--- config.mk ---
export PLATFORM = sky130hd
export DESIGN_NAME = ioc_ctrl_regs
export DESIGN_NICKNAME = d
export VERILOG_FILES = /design/src/verilog/ioc_pkg.sv /design/src/verilog/ioc_ctrl_regs.sv
export SDC_FILE = /design/constraint.sdc
export NUM_CORES = 1
export LEC_CHECK = 0
export ABC_AREA = 1
export BUFFER_PORTS_ARGS = -buffer_cell sky130_fd_sc_hd__clkbuf_2
export CELL_PAD_IN_SITES_DETAIL_PLACEMENT = 1
export CELL_PAD_IN_SITES_GLOBAL_PLACEMENT = 2
export CORE_AREA = 2 2 203 205
export DETAILED_ROUTE_END_ITERATION = 8
export DIE_AREA = 0 0 205 207
export MAX_ROUTING_LAYER = met4
export PLACE_DENSITY_LB_ADDON = 0.1
export SLEW_MARGIN = 5
export SYNTH_ARGS = -nofsm -noshare
export SYNTH_HDL_FRONTEND = slang
export SYNTH_SLANG_ARGS = --single-unit
--- constraint.sdc ---
create_clock -name sys_clk -period 2.7 [get_ports sys_clk]
set_input_delay 0.27 -clock sys_clk [delete_from_list [all_inputs] [get_ports sys_clk]]
set_output_delay 0.27 -clock sys_clk [all_outputs]
set_load 0.1 [all_outputs]
--- src/verilog/ioc_pkg.sv ---
// Purpose: shared constants and types for the operational control registers
// Assumes: 50 MHz sys_clk, 16-bit sampled serial frames
// Notes: times are kept in their own units; cycle counts derive from them
package ioc_pkg;
	// ==========================================================
	// clock and times
	localparam int unsigned CLK_HZ = 50_000_000;
	localparam int unsigned CLK_NS = 1_000_000_000 / CLK_HZ;
	localparam int unsigned TB_FAST_NS = 610_350;      // 0.61035 ms
	localparam int unsigned TB_SLOW_NS = 18_921_000;   // 18.921 ms
	localparam int unsigned FLASH_MS = 100;
	localparam int unsigned SLEEP_UNIT_MS = 500;       // 0.5 s per count
	localparam int unsigned TB_FAST_CYC = TB_FAST_NS / CLK_NS;
	localparam int unsigned TB_SLOW_CYC = TB_SLOW_NS / CLK_NS;
	localparam int unsigned FLASH_CYC = FLASH_MS * (CLK_HZ / 1000);
	localparam int unsigned SLEEP_UNIT_CYC = SLEEP_UNIT_MS * (CLK_HZ / 1000);
	// ==========================================================
	// register byte addresses
	localparam logic [6:0] ADDR_DAC = 7'h30;
	localparam logic [6:0] ADDR_MISC = 7'h34;
	localparam logic [6:0] ADDR_SAMPLE = 7'h36;
	localparam logic [6:0] ADDR_RANGE = 7'h38;
	localparam logic [6:0] ADDR_SLEEP = 7'h3a;
	localparam logic [6:0] ADDR_STATUS = 7'h3c;
	localparam logic [6:0] ADDR_CMD = 7'h3e;
	// ==========================================================
	// reset values and fields
	localparam logic [15:0] RST_DAC = 16'h0000;
	localparam logic [15:0] RST_MISC = 16'h0000;
	localparam logic [15:0] RST_SAMPLE = 16'h0001;
	localparam logic [15:0] RST_RANGE = 16'h0402;
	localparam logic [15:0] RST_SLEEP = 16'h0000;
	localparam int unsigned DAC_MSB = 11;
	localparam int unsigned MISC_ALIGN_BIT = 6;
	localparam int unsigned SAMPLE_TB_BIT = 7;
	localparam int unsigned SLEEP_INDEF_BIT = 8;
	localparam int unsigned STATUS_FLASH_ERR_BIT = 2;
	localparam int unsigned STATUS_FLASH_BUSY_BIT = 3;
	localparam int unsigned STATUS_ASLEEP_BIT = 4;
	localparam logic [7:0] FAST_MODE_MAX = 8'h09;
	localparam logic [2:0] RANGE_300 = 3'h4;
	localparam logic [2:0] RANGE_150 = 3'h2;
	localparam logic [2:0] RANGE_75 = 3'h1;
	localparam logic [2:0] MIN_TAPS_150 = 3'h2;
	localparam logic [2:0] MIN_TAPS_75 = 3'h4;
	localparam logic [2:0] MAX_TAPS = 3'h6;
	localparam logic [4:0] FRAME_BITS = 5'h10;
	// ==========================================================
	// types
	typedef struct packed {
		logic [7:0] unused;
		logic softReset;
		logic [1:0] spare;
		logic precisionNull;
		logic flashSave;
		logic dacLatch;
		logic factoryRestore;
		logic autoNull;
	} ioc_cmd_t;
	typedef struct packed {
		logic write;
		logic [6:0] addr;
		logic [7:0] data;
	} ioc_frame_t;
	typedef enum logic [1:0] {
		PWR_AWAKE = 2'b00,
		PWR_TIMED = 2'b01,
		PWR_INDEF = 2'b10
	} ioc_pwr_t;
endpackage

--- src/verilog/ioc_ctrl_regs.sv ---
// Purpose: serial-port control registers: commands, sample rate, sleep, filter, dac
// Assumes: mode-3 serial port, 16-bit frames, sclk far slower than sys_clk
// Notes: flash copies survive arst_n and are reset to their defaults only by por_n
module ioc_ctrl_regs #(
	parameter int unsigned TB_FAST_CYC = ioc_pkg::TB_FAST_CYC,
	parameter int unsigned TB_SLOW_CYC = ioc_pkg::TB_SLOW_CYC,
	parameter int unsigned FLASH_CYC = ioc_pkg::FLASH_CYC,
	parameter int unsigned SLEEP_UNIT_CYC = ioc_pkg::SLEEP_UNIT_CYC
) (
	// clock and resets
	input wire logic sys_clk,
	input wire logic arst_n,
	input wire logic por_n,
	// serial port pins
	input wire logic csN,
	input wire logic sclk,
	input wire logic mosi,
	output logic miso,
	// operation controls
	output logic autoNullStart,
	output logic precisionNullStart,
	output logic factoryRestoreStart,
	output logic procRestart,
	output logic sampleTick,
	output logic asleep,
	output logic fastMode,
	output logic [2:0] filterTapsLog2,
	output logic [2:0] rangeSelect,
	output logic originAlign,
	output logic [11:0] dacOut
);
	// ==========================================================
	// pin synchronisers
	logic [2:0] csSync, sclkSync, mosiSync;
	always_ff @(posedge sys_clk or negedge arst_n) begin
		if (!arst_n) begin
			csSync <= 3'h7;
			sclkSync <= 3'h7;
			mosiSync <= 3'h0;
		end else begin
			csSync <= {csSync[1:0], csN};
			sclkSync <= {sclkSync[1:0], sclk};
			mosiSync <= {mosiSync[1:0], mosi};
		end
	end
	wire csLow = !csSync[1];
	wire csFall = csSync[2] && !csSync[1];
	wire csRise = !csSync[2] && csSync[1];
	wire sclkRise = csLow && !sclkSync[2] && sclkSync[1];
	wire sclkFall = csLow && sclkSync[2] && !sclkSync[1];
	wire mosiBit = mosiSync[1];

	// ==========================================================
	// frame shifter
	logic [15:0] shiftIn, shiftOut, readWord;
	logic [4:0] bitCnt;
	wire frameDone = sclkRise && (bitCnt == ioc_pkg::FRAME_BITS - 5'h01);
	ioc_pkg::ioc_frame_t frame;
	assign frame = {shiftIn[14:0], mosiBit};
	logic softRst, bootLoad;
	always_ff @(posedge sys_clk or negedge arst_n) begin
		if (!arst_n) begin
			bitCnt <= 5'h00;
			shiftIn <= 16'h0000;
			shiftOut <= 16'h0000;
			miso <= 1'b0;
		end else begin
			if (csFall) begin
				bitCnt <= 5'h00;
				shiftOut <= readWord;
			end else if (sclkRise) begin
				bitCnt <= bitCnt + 5'h01;
				shiftIn <= {shiftIn[14:0], mosiBit};
			end
			if (sclkFall) begin
				miso <= shiftOut[15];
				shiftOut <= {shiftOut[14:0], 1'b0};
			end
		end
	end
	wire wrFrame = frameDone && frame.write;
	wire rdFrame = frameDone && !frame.write;
	wire [6:0] wordAddr = {frame.addr[6:1], 1'b0};
	wire hiByte = frame.addr[0];
	function automatic logic hit(input logic [6:0] a);
		return wrFrame && (wordAddr == a);
	endfunction
	function automatic logic [15:0] merge(input logic [15:0] old);
		return hiByte ? {frame.data, old[7:0]} : {old[15:8], frame.data};
	endfunction
	// clamp filter setting to the floor the range demands
	function automatic logic [15:0] clampRange(input logic [15:0] v);
		logic [2:0] m;
		m = (v[2:0] > ioc_pkg::MAX_TAPS) ? ioc_pkg::MAX_TAPS : v[2:0];
		if (v[10:8] == ioc_pkg::RANGE_75 && m < ioc_pkg::MIN_TAPS_75)
			m = ioc_pkg::MIN_TAPS_75;
		else if (v[10:8] == ioc_pkg::RANGE_150 && m < ioc_pkg::MIN_TAPS_150)
			m = ioc_pkg::MIN_TAPS_150;
		return {5'h00, v[10:8], 5'h00, m};
	endfunction

	// ==========================================================
	// commands: decoded straight from the frame, never stored
	ioc_pkg::ioc_cmd_t cmd;
	assign cmd = (hit(ioc_pkg::ADDR_CMD) && !hiByte) ? {8'h00, frame.data} : '0;
	wire calDone = cmd.autoNull || cmd.precisionNull || cmd.factoryRestore;
	always_ff @(posedge sys_clk or negedge arst_n) begin
		if (!arst_n) begin
			autoNullStart <= 1'b0;
			precisionNullStart <= 1'b0;
			factoryRestoreStart <= 1'b0;
			procRestart <= 1'b0;
			softRst <= 1'b0;
			bootLoad <= 1'b1;
		end else begin
			bootLoad <= 1'b0;
			autoNullStart <= cmd.autoNull;
			precisionNullStart <= cmd.precisionNull;
			factoryRestoreStart <= cmd.factoryRestore;
			procRestart <= cmd.softReset;
			softRst <= cmd.softReset;
		end
	end

	// ==========================================================
	// flash copies and save sequencer
	logic [15:0] flashMisc, flashSample, flashRange;
	logic [15:0] miscCtrl, samplePeriod, rangeFilter, dacLevel, sleepControl;
	logic flashBusy;
	logic [23:0] flashCnt;
	wire flashDone = flashBusy && (flashCnt == 24'(FLASH_CYC - 1));
	wire flashStart = !flashBusy && (cmd.flashSave || calDone);
	always_ff @(posedge sys_clk or negedge arst_n) begin
		if (!arst_n) begin
			flashBusy <= 1'b0;
			flashCnt <= 24'h000000;
		end else if (softRst) begin
			flashBusy <= 1'b0;
			flashCnt <= 24'h000000;
		end else if (flashStart) begin
			flashBusy <= 1'b1;
			flashCnt <= 24'h000000;
		end else if (flashBusy) begin
			flashBusy <= !flashDone;
			flashCnt <= flashCnt + 24'h000001;
		end
	end
	// only the low byte of misc control is kept in flash
	always_ff @(posedge sys_clk or negedge por_n) begin
		if (!por_n) begin
			flashMisc <= ioc_pkg::RST_MISC;
			flashSample <= ioc_pkg::RST_SAMPLE;
			flashRange <= ioc_pkg::RST_RANGE;
		end else if (flashDone) begin
			flashMisc <= {8'h00, miscCtrl[7:0]};
			flashSample <= samplePeriod;
			flashRange <= rangeFilter;
		end
	end

	// ==========================================================
	// working registers
	ioc_pkg::ioc_pwr_t pwr, next_pwr;
	wire [15:0] next_sample = merge(samplePeriod), next_dac = merge(dacLevel);
	wire [15:0] next_sleep = merge(sleepControl);
	always_ff @(posedge sys_clk or negedge arst_n) begin
		if (!arst_n) begin
			miscCtrl <= ioc_pkg::RST_MISC;
			samplePeriod <= ioc_pkg::RST_SAMPLE;
			rangeFilter <= ioc_pkg::RST_RANGE;
			dacLevel <= ioc_pkg::RST_DAC;
			sleepControl <= ioc_pkg::RST_SLEEP;
			dacOut <= 12'h000;
		end else if (softRst || bootLoad) begin
			miscCtrl <= flashMisc;
			samplePeriod <= flashSample;
			rangeFilter <= flashRange;
			dacLevel <= ioc_pkg::RST_DAC;
			sleepControl <= ioc_pkg::RST_SLEEP;
			dacOut <= 12'h000;
		end else begin
			if (hit(ioc_pkg::ADDR_MISC))
				miscCtrl <= merge(miscCtrl);
			if (hit(ioc_pkg::ADDR_SAMPLE))
				samplePeriod <= {8'h00, next_sample[7:0]};
			if (hit(ioc_pkg::ADDR_RANGE))
				rangeFilter <= clampRange(merge(rangeFilter));
			if (hit(ioc_pkg::ADDR_DAC))
				dacLevel <= {4'h0, next_dac[ioc_pkg::DAC_MSB:0]};
			if (hit(ioc_pkg::ADDR_SLEEP))
				sleepControl <= {7'h00, next_sleep[ioc_pkg::SLEEP_INDEF_BIT:0]};
			else if (pwr != ioc_pkg::PWR_AWAKE && next_pwr == ioc_pkg::PWR_AWAKE)
				sleepControl <= ioc_pkg::RST_SLEEP;
			// byte writes alone never move the pin level
			if (cmd.dacLatch)
				dacOut <= dacLevel[ioc_pkg::DAC_MSB:0];
		end
	end

	// ==========================================================
	// shutdown control
	logic sleepArmed, wakePend;
	logic [24:0] unitCnt;
	logic [7:0] unitsLeft;
	wire unitDone = (unitCnt == 25'(SLEEP_UNIT_CYC - 1));
	wire timedEnd = pwr == ioc_pkg::PWR_TIMED && unitDone && unitsLeft == 8'h01;
	wire wakeNow = csRise && wakePend;
	always_comb begin
		next_pwr = pwr;
		case (pwr)
			ioc_pkg::PWR_AWAKE: begin
				if (csRise && sleepArmed) begin
					if (sleepControl[ioc_pkg::SLEEP_INDEF_BIT])
						next_pwr = ioc_pkg::PWR_INDEF;
					else if (sleepControl[7:0] != 8'h00)
						next_pwr = ioc_pkg::PWR_TIMED;
				end
			end
			ioc_pkg::PWR_TIMED: begin
				if (wakeNow || timedEnd)
					next_pwr = ioc_pkg::PWR_AWAKE;
			end
			ioc_pkg::PWR_INDEF: begin
				if (wakeNow)
					next_pwr = ioc_pkg::PWR_AWAKE;
			end
			default: next_pwr = ioc_pkg::PWR_AWAKE;
		endcase
	end
	always_ff @(posedge sys_clk or negedge arst_n) begin
		if (!arst_n) begin
			pwr <= ioc_pkg::PWR_AWAKE;
			sleepArmed <= 1'b0;
			wakePend <= 1'b0;
			unitCnt <= 25'h0000000;
			unitsLeft <= 8'h00;
		end else if (softRst) begin
			pwr <= ioc_pkg::PWR_AWAKE;
			sleepArmed <= 1'b0;
			wakePend <= 1'b0;
			unitCnt <= 25'h0000000;
			unitsLeft <= 8'h00;
		end else begin
			pwr <= next_pwr;
			if (hit(ioc_pkg::ADDR_SLEEP))
				sleepArmed <= 1'b1;
			else if (csRise)
				sleepArmed <= 1'b0;
			// the rise that starts sleep must not count as a wake pulse
			wakePend <= (pwr != ioc_pkg::PWR_AWAKE) && !wakeNow && (wakePend || csFall);
			if (pwr == ioc_pkg::PWR_AWAKE) begin
				unitCnt <= 25'h0000000;
				unitsLeft <= sleepControl[7:0];
			end else if (pwr == ioc_pkg::PWR_TIMED) begin
				unitCnt <= unitDone ? 25'h0000000 : unitCnt + 25'h0000001;
				if (unitDone)
					unitsLeft <= unitsLeft - 8'h01;
			end
		end
	end
	assign asleep = (pwr != ioc_pkg::PWR_AWAKE);

	// ==========================================================
	// sample period timer
	logic [19:0] tbCnt;
	logic [6:0] multCnt;
	wire tbSlow = samplePeriod[ioc_pkg::SAMPLE_TB_BIT];
	wire [19:0] tbLast = tbSlow ? 20'(TB_SLOW_CYC - 1) : 20'(TB_FAST_CYC - 1);
	wire tbDone = (tbCnt >= tbLast);
	wire periodDone = tbDone && (multCnt >= samplePeriod[6:0]);
	always_ff @(posedge sys_clk or negedge arst_n) begin
		if (!arst_n) begin
			tbCnt <= 20'h00000;
			multCnt <= 7'h00;
			sampleTick <= 1'b0;
		end else if (asleep || softRst) begin
			tbCnt <= 20'h00000;
			multCnt <= 7'h00;
			sampleTick <= 1'b0;
		end else begin
			tbCnt <= tbDone ? 20'h00000 : tbCnt + 20'h00001;
			if (tbDone)
				multCnt <= periodDone ? 7'h00 : multCnt + 7'h01;
			sampleTick <= periodDone;
		end
	end

	// ==========================================================
	// status and read-back
	logic [15:0] statusWord;
	always_comb begin
		statusWord = 16'h0000;
		statusWord[ioc_pkg::STATUS_FLASH_ERR_BIT] = 1'b0;
		statusWord[ioc_pkg::STATUS_FLASH_BUSY_BIT] = flashBusy;
		statusWord[ioc_pkg::STATUS_ASLEEP_BIT] = asleep;
	end
	wire [15:0] readMux =
		(wordAddr == ioc_pkg::ADDR_DAC) ? dacLevel :
		(wordAddr == ioc_pkg::ADDR_MISC) ? miscCtrl :
		(wordAddr == ioc_pkg::ADDR_SAMPLE) ? samplePeriod :
		(wordAddr == ioc_pkg::ADDR_RANGE) ? rangeFilter :
		(wordAddr == ioc_pkg::ADDR_SLEEP) ? sleepControl :
		(wordAddr == ioc_pkg::ADDR_STATUS) ? statusWord : 16'h0000;
	always_ff @(posedge sys_clk or negedge arst_n) begin
		if (!arst_n)
			readWord <= 16'h0000;
		else if (rdFrame)
			readWord <= readMux;
	end
	assign fastMode = (samplePeriod[7:0] <= ioc_pkg::FAST_MODE_MAX);
	assign filterTapsLog2 = rangeFilter[2:0];
	assign rangeSelect = rangeFilter[10:8];
	assign originAlign = miscCtrl[ioc_pkg::MISC_ALIGN_BIT];
endmodule

# Yosys cells after proc, flatten, opt, wreduce, memory -nomap -nowiden

Index checks and enable logic that the tools add are counted.

Memories kept: 0
Logic and storage cells: 204
Bits in read-only memories: 0
Latch bits: 0
Output and inout port bits: 27
Bits in writable memories: 0
Register bits: 288
Bits of input ports: 6

$add $sub $neg: 6
Divide/modulo/power cells: 0
Reduce and logical (&&, ||, !) cells: 71
Shift operators: 0
Multipliers: 0
Mux-type cells: 64
$lt $le $gt $ge: 6
Eq/ne operators: 18
Bitwise operators: 1

Operator list:

| cell                                             | count |
|---|---|
| two-way mux 16 bit                               | 19 |
| two-way mux 25 bit                               | 4 |
| two-way mux 24 bit                               | 3 |
| two-way mux 20 bit                               | 3 |
| two-way mux 8 bit                                | 6 |
| == test 6 x 5 -> 1 bit (second input constant)   | 7 |
| two-way mux 12 bit                               | 3 |
| logical AND 1 bit                                | 28 |
| adder 25 x 1 -> 25 bit (second input constant)   | 1 |
| == test 25 bit (second input constant)           | 1 |
| adder 24 x 1 -> 24 bit (second input constant)   | 1 |
| == test 24 x 23 -> 1 bit (second input constant) | 1 |
| two-way mux 7 bit                                | 3 |
| adder 20 x 1 -> 20 bit (second input constant)   | 1 |
| greater-or-equal comparator 20 bit               | 1 |
| nonzero test 2 bit                               | 10 |
| AND reduction 2 bit                              | 9 |
| two-way mux 5 bit                                | 3 |
| nonzero test 3 bit                               | 5 |
| two-way mux 2 bit                                | 6 |
| two-way mux 11 bit                               | 1 |
| logical NOT 1 bit                                | 9 |
| two-way mux 3 bit                                | 3 |
| two-way mux 9 bit                                | 1 |
| 22 further kinds                                 | 37 |

# Logic depth before layout (Yosys ltp)

Gate-level depths: netlist of run 1.

Depth after elaboration: 14
Mapped depth: 12
Mapped depth without buffers: 12

# Least setup slack after synthesis of run 1

OpenSTA, ideal clock, no wires.

Path type: register to output
Start point: reg samplePeriod[6]
End point: out fastMode
Stages on the path, launching flop included: 4
Setup slack: -0.161 ns
Path buffers: 0
Arrival time: 2.591 ns
Required time: 2.430 ns
Cells stage by stage: dfrtp_1 inv_1 nand3_1 nor3_1

Cells in the longest elaborated chain, start to end: 1

Ends and longest elaborated chain:

| what                                    | RTL line             | source |
|---|---|---|
| start: declaration                      | ioc_ctrl_regs.sv:128 | `logic [15:0] miscCtrl, samplePeriod, rangeFilter, dacLevel, sleepControl;` |
| start signal: assignment                | ioc_ctrl_regs.sv:169 | `samplePeriod <= ioc_pkg::RST_SAMPLE;` |
| start signal: assignment                | ioc_ctrl_regs.sv:176 | `samplePeriod <= flashSample;` |
| start signal: assignment                | ioc_ctrl_regs.sv:185 | `samplePeriod <= {8'h00, next_sample[7:0]};` |
| less-or-equal comparator 8 x 4 -> 1 bit | ioc_ctrl_regs.sv:310 | `assign fastMode = (samplePeriod[7:0] <= ioc_pkg::FAST_MODE_MAX);` |
| end: declaration                        | ioc_ctrl_regs.sv:26  | `output logic fastMode,` |

Every way passes these cells.

# Worst setup path after layout of run 1

Start point: reg bitCnt[0]
End point: reg dacOut[1]

Cells in the longest elaborated chain, start to end: 7

Ends and longest elaborated chain:

| what                                | RTL line             | source |
|---|---|---|
| start: declaration                  | ioc_ctrl_regs.sv:56  | `logic [4:0] bitCnt;` |
| start signal: assignment            | ioc_ctrl_regs.sv:72  | `bitCnt <= bitCnt + 5'h01;` |
| == test 5 x 4 -> 1 bit              | ioc_ctrl_regs.sv:57  | `wire frameDone = sclkRise && (bitCnt == ioc_pkg::FRAME_BITS - 5'h01);` |
| logical AND 1 bit                   | ioc_ctrl_regs.sv:57  |  |
| logical AND 1 bit                   | ioc_ctrl_regs.sv:81  | `wire wrFrame = frameDone && frame.write;` |
| logical AND 1 bit                   | ioc_ctrl_regs.sv:86  | `return wrFrame && (wordAddr == a);` |
| logical AND 1 bit                   | ioc_ctrl_regs.sv:105 | `assign cmd = (hit(ioc_pkg::ADDR_CMD) && !hiByte) ? {8'h00, frame.data} : '0;` |
| two-way mux 8 bit                   | ioc_ctrl_regs.sv:105 |  |
| nonzero test 2 bit (no source line) | n/a                  |  |
| end signal: assignment              | ioc_ctrl_regs.sv:196 | `dacOut <= dacLevel[ioc_pkg::DAC_MSB:0];` |
| end: declaration                    | ioc_ctrl_regs.sv:30  | `output logic [11:0] dacOut` |

Every way passes these cells.
A chain may end at the register's enable or synchronous reset.

==> impl_results.md, run 1 <==
- Gate power share: 5.7%
- Syn nets: ~1700
- Switching power: about 2.4 mW
- Placed Instances: ~2200
- Antenna Violating Nets Remaining: 0
- Cell internal pwr: 7.04 mW
- Worst Tran Pin Value: just over 0.7 ns
- Slew Limit Fails: 0
- Register area share after synthesis: approximately 50%
- Die width: just over 200 um
- Initial antenna violation count: 0
- Worst Hold Class: in2async
- Outcome: complete, no violations
- Fin util: 39.2%
- Number of synthesized register bits: between 200 and 300
- IO Pins: 33
- Grt ovf: 0
- Depth of the CTS H-tree: 2
- GPL Wtd Cong: slightly above 0.8
- CP Launch Type: flip-flop
- Port Buf Inserts: 32
- Global-route wire length before repair: ~70 mm
- Skew final: between 0.02 and 0.03 ns
- PD cells: 599 nW/um^2
- Post-synth top flop: dfrtp_1
- YS warnings: 0
- Max-cap viol count: 0
- Final cell count without fillers: about 2300
- Reg power frac: between 40% and 50%
- Peak supply drop: between 0.0004 and 0.0005 V
- CP Capture Type: flip-flop
- Worst-path maximum fanout: 9
- Leak pwr: 7.24 nW
- Share of cells above drive strength 1: about 11%
- Num CTS Buffers: 36
- Cell Rows: 74
- Final min period: ~2.3 ns
- Critical Path AT: 2.75 ns
- Routed len/inst: between 15 and 20 um
- Fillers: 4872
- Post-route DRC violation count: 0
- Clock power frac: about half
- Post-cts repair resize count: 0
- Switching part of the total: 25.8%
- Worst R2R Path Depth: 9
- Clk buf depth: 3
- Unrepaired setup endpoints after global routing: false
- DIE HEIGHT: roughly 210 um
- Tcrit/Tclk final: roughly 85%
- Via Count: around 11000
- HPWL Detailed: around 31 mm
- Netlist cell types: 52
- Initial Util: 34.4%
- Vias per cell: 5.00
- Hold slack: 0.137 ns
- Total wire length: 42.6 mm
- Fin Setup TNS: 0 ns
- Layout Nets: approximately 1800
- Post-synthesis cell count: between 1500 and 2000
- Max Freq: between 400 and 500 MHz
- Slew HR: 51.2%
- Gr usage total: roughly a fifth
- TritonRoute pass-1 iters: 4
- Critical path type: reg2reg
- Worst-path clk slew: around 0.06 ns
- ANT cells: 0
- Vias in the first global route: 12000
- Clk_lat worst skew: 0.56 ns
- Setup violations, final: 0
- Setup WS post-layout: 0.415 ns
- Core area: 40400 um^2
- Post-synth EDFFs: 0
- Synthesized area per cell: 8.24 um^2
- Largest net degree at the start of global routing: 82
- Synth async-reset ratio: 100%
- Synthesized area: about 14000 um^2
- CTS Sinks: 277
- Area delta synth->final: 14.2%
- Hold violation count in the final report: 0
- CP required: ~3.2 ns
- Setup WS pre-CTS: between 0.3 and 0.4 ns
- Initial DRC Count: 595
- CTS root buf: clkbuf_16
- Die ar.: ~42000 um^2
- TritonCTS clock tree: yes
[critical path, stage by stage (launching register included)]
cell and delay (ns):
dfrtp_1 0.37, ha_1 0.20, and3_1 0.17, ha_1 0.22
nand4_4 0.21, inv_2 0.13, nand2_1 0.18, inv_1 0.17
nand2_1 0.28, o22ai_1 0.28
[path summary, 6_finish.rpt]
path                        startpoint        endpoint  slack (ns)
max                          bitCnt[0]       dacOut[1]        0.42
max reg2reg                  bitCnt[0]       dacOut[1]        0.42
min in group sys_clk       mosiSync[0]     mosiSync[1]        0.35
max in group asynchronous       arst_n       csSync[1]        1.51
min reg2reg                mosiSync[0]     mosiSync[1]        0.35
min                              por_n  flashSample[9]        0.14
[through the flow]
stage	area (um^2)	total power, mW
global placement	14700	4.90
floorplan	13900	4.67
finish	15800	9.48
CTS	15800	9.65
global route	15800	9.87
detailed placement	14700	4.91
[state kept, by name, summed over array words and instances (netlist names), 12 cells and up]
register      cells
readWord         16
shiftIn          15
shiftOut         16
flashSample      16
dacLevel         12
dacOut           12
flashCnt         24
samplePeriod     16
miscCtrl         16
flashRange       16
tbCnt            20
unitCnt          25
rangeFilter      16
[Yosys cell counts, types with 4 or more instances]
cell type	instances	area, um^2
nor2_1	149	559
clkbuf_1	21	78.8
inv_1	221	830
nor2_4	8	90.1
o21ai_0	128	641
nand2_2	11	68.8
buf_6	6	67.6
inv_2	12	45.0
buf_2	17	85.1
buf_4	10	75.1
ha_1	25	313
dfstp_2	13	342
nand2_1	351	1320
nand3_1	107	536
o211ai_1	10	75.1
nor3_1	37	185
a31oi_1	7	43.8
o221ai_1	17	149
o21ai_1	23	115
nor3_2	4	40.0
nand4_1	38	238
xnor2_1	11	96.3
o21a_1	4	30.0
nor2_2	17	106
xor2_1	24	210
o22ai_1	29	181
dfrtp_1	264	6610
a21oi_1	79	395
[cells by family (layout without fill, tap and decap cells)]
| logic type | after synthesis | in the layout | synth area share, % |
|---|---|---|---|
| buffers and inverters | 290 | 362 | 8.63 |
| and+or+nand+nor | 740 | 740 | 23.9 |
| other | 1 | 1 | 0.0270 |
| AOI/OAI and AO/OA | 313 | 313 | 12.8 |
| DFF | 277 | 277 | 50.1 |
| muxes | 1 | 1 | 0.0722 |
| adders and majority gates | 25 | 25 | 2.26 |
| xor gates and xnor gates | 35 | 35 | 2.21 |
[final cells by class]
cell class | count | area, um^2 | area share (%)
flip-flops and latches | 277 | 6950 | 43.9
multi-input cells | 1115 | 5740 | 36.2
clock buffers | 51 | 1040 | 6.55
inverters | 235 | 885 | 5.58
well taps | 532 | 666 | 4.20
repair buffers | 63 | 465 | 2.94
clock inverters | 13 | 103 | 0.648
[layout by cell type, fill, tap and decap left out, types with 10 or more instances in the layout]
| cell type | Yosys | routed |
|---|---|---|
| o22ai_1 | 29 | 29 |
| o221ai_1 | 17 | 17 |
| nand3_1 | 107 | 107 |
| nor2_2 | 17 | 17 |
| o21ai_1 | 23 | 23 |
| dfrtp_1 | 264 | 264 |
| o211ai_1 | 10 | 10 |
| dfstp_2 | 13 | 13 |
| xnor2_1 | 11 | 11 |
| buf_4 | 10 | 22 |
| a21oi_1 | 79 | 79 |
| ha_1 | 25 | 25 |
| clkbuf_16 | 0 | 36 |
| nor2_1 | 149 | 149 |
| nand2_1 | 351 | 351 |
| nand4_1 | 38 | 38 |
| inv_1 | 221 | 221 |
| inv_2 | 12 | 12 |
| nor3_1 | 37 | 36 |
| o21ai_0 | 128 | 128 |
| xor2_1 | 24 | 24 |
| nand2_2 | 11 | 11 |
| clkbuf_2 | 1 | 31 |
[power groups by stage]
stage	logic, mW	clock network (mW)	registers, mW
floorplan	0.327	0	4.34
global placement	0.545	0	4.36
detailed placement	0.552	0	4.36
CTS	0.560	4.80	4.29
global route	0.609	4.97	4.29
finish	0.544	4.65	4.29
[per-layer routing]
metal  share of wire, %  global-route usage (%)  up-vias
li1                   -                       -     5605
met1                 48                    29.1     5654
met2                 48                    33.7      128
met3                3.0                    3.07       53
met4                1.7                    5.01        0
met5                  0                       -        -
[what timing repair did]
action                                 CTS  global route
endpoints found under the hold margin   90             0
hold buffers                             5             0
setup buffers                            0             0
(Power assumes the default switching activity.)
==> run 2, diff against run 1 <==
Clock period 2.7 ns to 2.25 ns, I/O delays scaled along.
==> run 2 against run 1 <==
Against the previous run:
- setup slack worse by 0.26 ns
- sequential share of layout area shrank 0.55 points
- critical path depth up 2
- utilization rose by 0.50 points
- cell count rose by 0.96%
- die area unchanged
- sequential power up 20%
- global-route usage is 0.075 points higher
- wire length is 0.14% lower
- highest routed layer unchanged
==> impl_results.md, run 2 (synthesized netlist as in run 1, its figures left out) <==
- Outcome: complete, no violations (unchanged)
- Area delta synth->final: 15.7% (was 14.2%)
- Share of cells above drive strength 1: 12.3% (was 11.2%)
- Slew HR: 54.8% (was 51.2%)
- Skew final: 0.0250 ns (was 0.0272 ns)
- Via Count: 11600 (was 11400)
- Depth of the CTS H-tree: 2 (unchanged)
- Total wire length: 42.5 mm (was 42.6 mm)
- Core area: 40400 um^2 (unchanged)
- Max-cap viol count: 0 (unchanged)
- Routed len/inst: 18.4 um (was 18.6 um)
- ANT cells: 0 (unchanged)
- Vias per cell: 5.02 (was 5.00)
- TritonCTS clock tree: yes (unchanged)
- CP required: 2.68 ns (was 3.17 ns)
- Peak supply drop: 0.000488 V (was 0.000484 V)
- HPWL Detailed: 30.8 mm (was 30.6 mm)
- Commonest non-fill, non-tap cell in the layout: nand2_1 (unchanged)
- DIE HEIGHT: 207 um (unchanged)
- Initial antenna violation count: 0 (unchanged)
- Tcrit/Tclk final: 93.0% (was 84.6%)
- Finished layout cell area: 16000 um^2 (was 15800 um^2)
- CTS Sinks: 277 (unchanged)
- Gr usage total: 21.5% (was 21.4%)
- Initial Util: 34.4% (unchanged)
- Initial DRC Count: 674 (was 595)
- Worst Tran Pin Value: 0.673 ns (was 0.726 ns)
- Max Freq: 478 MHz (was 438 MHz)
- Reg with most FFs: unitCnt (unchanged)
- Clk_lat worst skew: 0.54 ns (was 0.56 ns)
- Antenna Violating Nets Remaining: 0 (unchanged)
- CP Launch Type: flip-flop (unchanged)
- Critical Path AT: 2.52 ns (was 2.75 ns)
- Setup violations, final: 0 (unchanged)
- Post-route total power: 11.3 mW (was 9.48 mW)
- Final cell count without fillers: 2308 (was 2286)
- Num CTS Buffers: 36 (unchanged)
- Vias in the first global route: 12300 (was 12000)
- IO Pins: 33 (unchanged)
- Leak pwr: 7.35 nW (was 7.24 nW)
- Hold violation count in the final report: 0 (unchanged)
- Worst-path clk slew: 0.06 ns (about the same)
- Die ar.: 42400 um^2 (unchanged)
- Die width: 205 um (unchanged)
- Worst-path maximum fanout: 6 (was 9)
- Post-route DRC violation count: 0 (unchanged)
- CP Capture Type: flip-flop (unchanged)
- GPL Wtd Cong: 0.832 (was 0.813)
- PD cells: 706 nW/um^2 (was 599 nW/um^2)
- Grt ovf: 0 (unchanged)
- Global-route wire length before repair: 69.6 mm (was 69.2 mm)
- Largest net degree at the start of global routing: 82 (unchanged)
- Unrepaired setup endpoints after global routing: false (unchanged)
- Placed cell area: 14800 um^2 (was 14700 um^2)
- Layout Nets: 1782 (was 1759)
- Fin Setup TNS: 0 ns (unchanged)
- Worst R2R Path Depth: 11 (was 9)
- Clk buf depth: 3 (unchanged)
- Port Buf Inserts: 32 (unchanged)
- Cell Rows: 74 (unchanged)
- CTS root buf: clkbuf_16 (unchanged)
- Flip-flop count of the largest register after layout: 25 (unchanged)
- Fillers: 4833 (was 4872)
- Largest regs: unitCnt (25), flashCnt (24), tbCnt (20) (unchanged)
- Critical path type: reg2reg (unchanged)
- TritonRoute pass-1 iters: 5 (was 4)
- Final min period: 2.09 ns (was 2.28 ns)
- Slew Limit Fails: 0 (unchanged)
- Most frequent cells in the layout: nand2_1 (350), dfrtp_1 (264), inv_1 (219) (was nand2_1 (351), dfrtp_1 (264), inv_1 (221))
- Worst Hold Class: in2async (unchanged)
- Placed Instances: 2237 (was 2217)
run 2: cell types whose count changed in the layout (fill, tap and decap cells not counted), moves of 2 or more:
cell and delta:
clkinv_4 -2, buf_12 +3, inv_1 -2, clkbuf_1 +5, clkinv_2 -4, buf_4 +20
run 2: per-stage QoR:
step / hold WS [ns] / util (%) / setup slack, ns
6_report: 0.137 / 39.7 / 0.157
4_1_cts: 0.112 / 39.6 / 0.0273
3_5_place_dp: 0.107 / 36.7 / 0.0143
2_1_floorplan: -0.0706 / - / 0.110
5_1_grt: 0.142 / 39.7 / 0.00133
3_3_place_gp: 0.110 / 36.7 / 0.0850
run 2: critical path, stage by stage, from the launching register on:
cell and delay [ns]:
dfrtp_1 0.38, ha_1 0.19, and3_1 0.17, ha_1 0.21
nand4_4 0.12, buf_4 0.19, nor2_4 0.11, inv_2 0.07
o21ai_2 0.27, inv_1 0.15, nand2_1 0.08, o21ai_1 0.06
run 2: final timing paths:
| check | from | endpoint | slack, ns |
|---|---|---|---|
| setup / recovery | bitCnt[0] | dacLevel[7] | 0.16 |
| hold / removal | arst_n | flashCnt[17] | 0.14 |
| setup reg to reg | bitCnt[0] | dacLevel[7] | 0.16 |
| hold reg to reg | csSync[0] | csSync[1] | 0.35 |
| max in group asynchronous | por_n | flashRange[10] | 1.29 |
| min in group sys_clk | sclk | sclkSync[0] | 0.34 |
run 2: power breakdown:
part	switching [mW]	leakage, nW	internal [mW]
logic	0.527	3.02	0.152
clock network	2.24	0.550	3.26
registers	0.0720	3.77	5.07
run 2: routing by layer:
layer / share of wire, % / global-route usage [%]
met4: 1.7 / 5.06
met3: 2.6 / 2.55
met1: 47 / 28.9
met5: 0 / -
met2: 49 / 34.5
run 2: area by class of cell:
class | count | area (um^2) | share of cell area, %
clock buffer | 57 | 1070 | 6.67
sequential | 277 | 6950 | 43.3
clock inverter | 6 | 45.0 | 0.281
inverter | 235 | 887 | 5.53
timing repair buffer | 86 | 676 | 4.21
tap | 532 | 666 | 4.15
multi-input combinational | 1115 | 5750 | 35.8
run 2: what timing repair did:
item	in CTS	in global routing
gates resized for setup	0	8
endpoints found under the hold margin	249	0
setup buffers	0	3
hold buffers	5	0
setup endpoints to repair	0	62
==> run 3, diff against run 2 <==
Settings changed: ABC_AREA 1 to not set, CORE_AREA 2 2 203 205 to 2 2 198 200, DIE_AREA 0 0 205 207 to 0 0 200 202, PLACE_DENSITY set to 0.71, PLACE_DENSITY_LB_ADDON 0.1 to not set.
==> run 3 against run 2 <==
Against the previous run:
- the run now ends with setup timing left
- fmax fell by 14%
- synthesized area shrank 4.5%
- critical path type unchanged
- clock skew shrank 0.0039 ns
- worst hold slack improved by 0.10 ns
- cell count shrank 15%
- first-iteration DRC count shrank 20%
- flip-flop and latch count stayed put
- setup slack got worse by 0.35 ns
- largest cell class unchanged
- die area decreased by 4.8%
- global-route usage fell by 1.9 points
- non-clock buffer count increased by 79
==> impl_results.md, run 3 <==
- YS warnings: 0 (unchanged)
- Outcome: finished with violations (was complete, no violations)
- Unrepaired setup endpoints after global routing: true (was false)
- Critical path's slowest cell: a2111o_1 (was dfrtp_1)
- Post-route DRC violation count: 0 (unchanged)
- Vias per cell: 5.21 (was 5.02)
- Port Buf Inserts: 32 (unchanged)
- Post-synth top cells: dfrtp_1 (264), nand2_1 (139), nor2_1 (135), o21ai_0 (90), a21oi_1 (65) (was nand2_1 (351), dfrtp_1 (264), inv_1 (221), nor2_1 (149), o21ai_0 (128))
- Count leader, synth: dfrtp_1 (was nand2_1)
- Share of cells above drive strength 1: 24.4% (was 12.3%)
- Violated checks: setup timing
- Crit path largest cell delay: 0.57 ns (was 0.38 ns)
- Skew final: 0.0211 ns (was 0.0250 ns)
- Critical path type: reg2reg (unchanged)
- Critical Path AT: 2.90 ns (was 2.52 ns)
- Synth async-reset ratio: 100% (unchanged)
- PD cells: 690 nW/um^2 (was 706 nW/um^2)
- Fin util: 42.9% (was 39.7%)
- Setup WS post-layout: -0.197 ns (was 0.157 ns)
- Switching power: 2.83 mW (was 2.84 mW)
- Number of synthesized register bits: 277 (unchanged)
- CTS Sinks: 277 (unchanged)
- Gate power share: 6.8% (was 6.0%)
- Synthesized area per cell: 10.3 um^2 (was 8.24 um^2)
- ANT cells: 0 (unchanged)
- Final min period: 2.45 ns (was 2.09 ns)
- CP required: 2.70 ns (was 2.68 ns)
- Grt ovf: 0 (unchanged)
- Slew HR: 57.0% (was 54.8%)
- Depth of the CTS H-tree: 2 (unchanged)
- Cell Rows: 72 (was 74)
- Largest net degree at the start of global routing: 65 (was 82)
- Clock power frac: 47.9% (was 48.6%)
- Worst-path clk slew: 0.06 ns (about the same)
- Sequential cell area: 6950 um^2 (about the same)
- Top cell type's share of synthesized area: 49.9% (was 47.6%)
- Post-synth top flop: dfrtp_1 (unchanged)
- Max-cap viol count: 0 (unchanged)
- Gr usage total: 19.6% (was 21.5%)
- Area contributors post-synth: dfrtp_1 (50%), mux2i_1 (4.5%), mux2_2 (4.1%) (was dfrtp_1 (48%), nand2_1 (9.5%), inv_1 (6.0%))
- TritonRoute pass-1 iters: 5 (unchanged)
- Worst path top cell family by delay: compound AO/OA/AOI/OAI gates (was simple AND/OR/NAND/NOR gates)
- Slew Limit Fails: 0 (unchanged)
- Tcrit/Tclk final: 109% (was 93.0%)
- Post-synth EDFFs: 0 (unchanged)
- IO Pins: 33 (unchanged)
- Via Count: 10200 (was 11600)
- Global-route wire length before repair: 60.0 mm (was 69.6 mm)
- Layout Nets: 1447 (was 1782)
- Cells along the critical path: ha_4 -> or3b_4 -> a211oi_4 -> o21ai_2 -> a2111o_1 -> a21bo_2 -> o31ai_4 (was ha_1 -> and3_1 -> ha_1 -> nand4_4 -> buf_4 -> nor2_4 -> inv_2 -> o21ai_2 -> inv_1 -> nand2_1 -> o21ai_1)
- Total wire length: 38.1 mm (was 42.5 mm)
- Antenna Violating Nets Remaining: 0 (unchanged)
- CTS root buf: clkbuf_16 (unchanged)
- CP Launch Type: flip-flop (unchanged)
- Peak supply drop: 0.000392 V (was 0.000488 V)
- TritonCTS clock tree: yes (unchanged)
- Worst Tran Pin Value: 0.646 ns (was 0.673 ns)
- Switching part of the total: 25.0% (was 25.1%)
- Largest regs: unitCnt (25), flashCnt (24), tbCnt (20) (unchanged)
- Area of the multi-input gates: 6210 um^2 (was 5750 um^2)
- CP Capture Type: flip-flop (unchanged)
- Area delta synth->final: 24.1% (was 15.7%)
- Reg power frac: 45.3% (was 45.4%)
- Fillers: 4230 (was 4833)
- Register area share after synthesis: 52.5% (was 50.1%)
- Cell internal pwr: 8.51 mW (was 8.48 mW)
- Initial Util: 34.6% (was 34.4%)
- Core area: 38300 um^2 (was 40400 um^2)
- Synthesized area: 13200 um^2 (was 13900 um^2)
- Routed len/inst: 19.5 um (was 18.4 um)
- Num CTS Buffers: 34 (was 36)
- Commonest non-fill, non-tap cell in the layout: dfrtp_1 (was nand2_1)
- Most frequent cells in the layout: dfrtp_1 (262), nand2_1 (139), nor2_1 (126) (was nand2_1 (350), dfrtp_1 (264), inv_1 (219))
- Initial DRC Count: 540 (was 674)
- Flip-flop count of the largest register after layout: 25 (unchanged)
- Leak pwr: 7.35 nW (about the same)
- Worst Hold Class: in2async (unchanged)
- Clk_lat worst skew: 0.54 ns (about the same)
- Setup violations, final: 26 (was 0)
- Die width: 200 um (was 205 um)
- Die ar.: 40400 um^2 (was 42400 um^2)
- Initial antenna violation count: 0 (unchanged)
- Worst-path maximum fanout: 7 (was 6)
- Max Freq: 409 MHz (was 478 MHz)
- Clk buf depth: 3 (unchanged)
- Reg with most FFs: unitCnt (unchanged)
- GPL Wtd Cong: 0.796 (was 0.832)
- DIE HEIGHT: 202 um (was 207 um)
- Vias in the first global route: 10700 (was 12300)
- CP bufs+invs: 0 (was 3)
- Syn nets: 1322 (was 1713)
- HPWL Detailed: 25.6 mm (was 30.8 mm)
- Post-synthesis cell count: 1291 (was 1682)
- Netlist cell types: 79 (was 52)
- Setup WS pre-CTS: -0.227 ns (was 0.0143 ns)
- Hold violation count in the final report: 0 (unchanged)
- Area leader, netlist: dfrtp_1 (unchanged)
-- run 3: worst paths after layout --
kind	start	endpoint	slack, ns	cells after the start
worst max-delay path	samplePeriod[7]	multCnt[4]	-0.20	7
worst min-delay path	por_n	flashSample[1]	0.24	2
worst max register to register	samplePeriod[7]	multCnt[4]	-0.20	7
worst min register to register	csSync[0]	csSync[1]	0.36	0
max in group asynchronous	arst_n	shiftOut[13]	1.19	3
min in group sys_clk	sclk	sclkSync[0]	0.31	2
-- run 3: cell type report --
class	count	share of cell area, %
clock buffer	49	5.88
clock inverter	12	0.807
inverter	33	0.769
multi-input combinational	905	37.8
sequential	277	42.3
tap	518	3.94
timing repair buffer	165	8.51
-- run 3: repair_timing --
item	CTS	global route
setup endpoints to repair	88	141
endpoints found under the hold margin	77	0
pin swaps	14	32
gates cloned	0	3
buffers inserted	5	9
gates resized for setup	27	72
hold buffers	5	0
-- run 3: metrics by stage --
stage | area, um^2 | hold WS, ns | setup TNS, ns | cells | power, mW
6_report | 16400 | 0.240 | -4.22 | 1959 | 11.3
5_1_grt | 16400 | 0.280 | -7.06 | 1959 | 11.8
4_1_cts | 16000 | 0.231 | -0.106 | 1948 | 11.5
3_5_place_dp | 14700 | 0.229 | -6.62 | 1878 | 5.98
3_3_place_gp | 14700 | 0.233 | -1.57 | 1878 | 5.97
2_1_floorplan | 13300 | -0.0706 | -0.124 | 1291 | 5.62
-- run 3: cell families (layout without fill, tap and decap cells) --
group	count (synthesis)	in the layout	synth area share, %
compound gates	261	261	12.5
simple gates	459	459	17.1
other cells	1	1	0.0283
xor+xnor	51	51	3.37
buf+inv	109	259	3.53
mux	107	107	8.54
fa+ha+maj	26	26	2.44
flops	277	277	52.5
-- run 3: worst register-to-register path, stage by stage, from the launching register on --
cell,delay (ns)
dfrtp_2,0.47
ha_4,0.23
or3b_4,0.38
a211oi_4,0.27
o21ai_2,0.10
a2111o_1,0.57
a21bo_2,0.29
o31ai_4,0.05
-- run 3: layer usage --
layer | vias to the layer above | wire length, um | track usage (%)
met1 | 5182 | 18200 | 26.6
li1 | 4807 | - | -
met2 | 150 | 17700 | 30.0
met5 | - | 0 | -
met3 | 67 | 1180 | 2.50
met4 | 0 | 1060 | 7.33
-- run 3: power by group through the flow --
stage / registers, mW / logic, mW / clock network (mW)
after floorplan: 5.18 / 0.435 / 0
after global placement: 5.22 / 0.746 / 0
after detailed placement: 5.22 / 0.756 / 0
after CTS: 5.14 / 0.773 / 5.63
after global routing: 5.14 / 0.839 / 5.81
final: 5.14 / 0.767 / 5.44
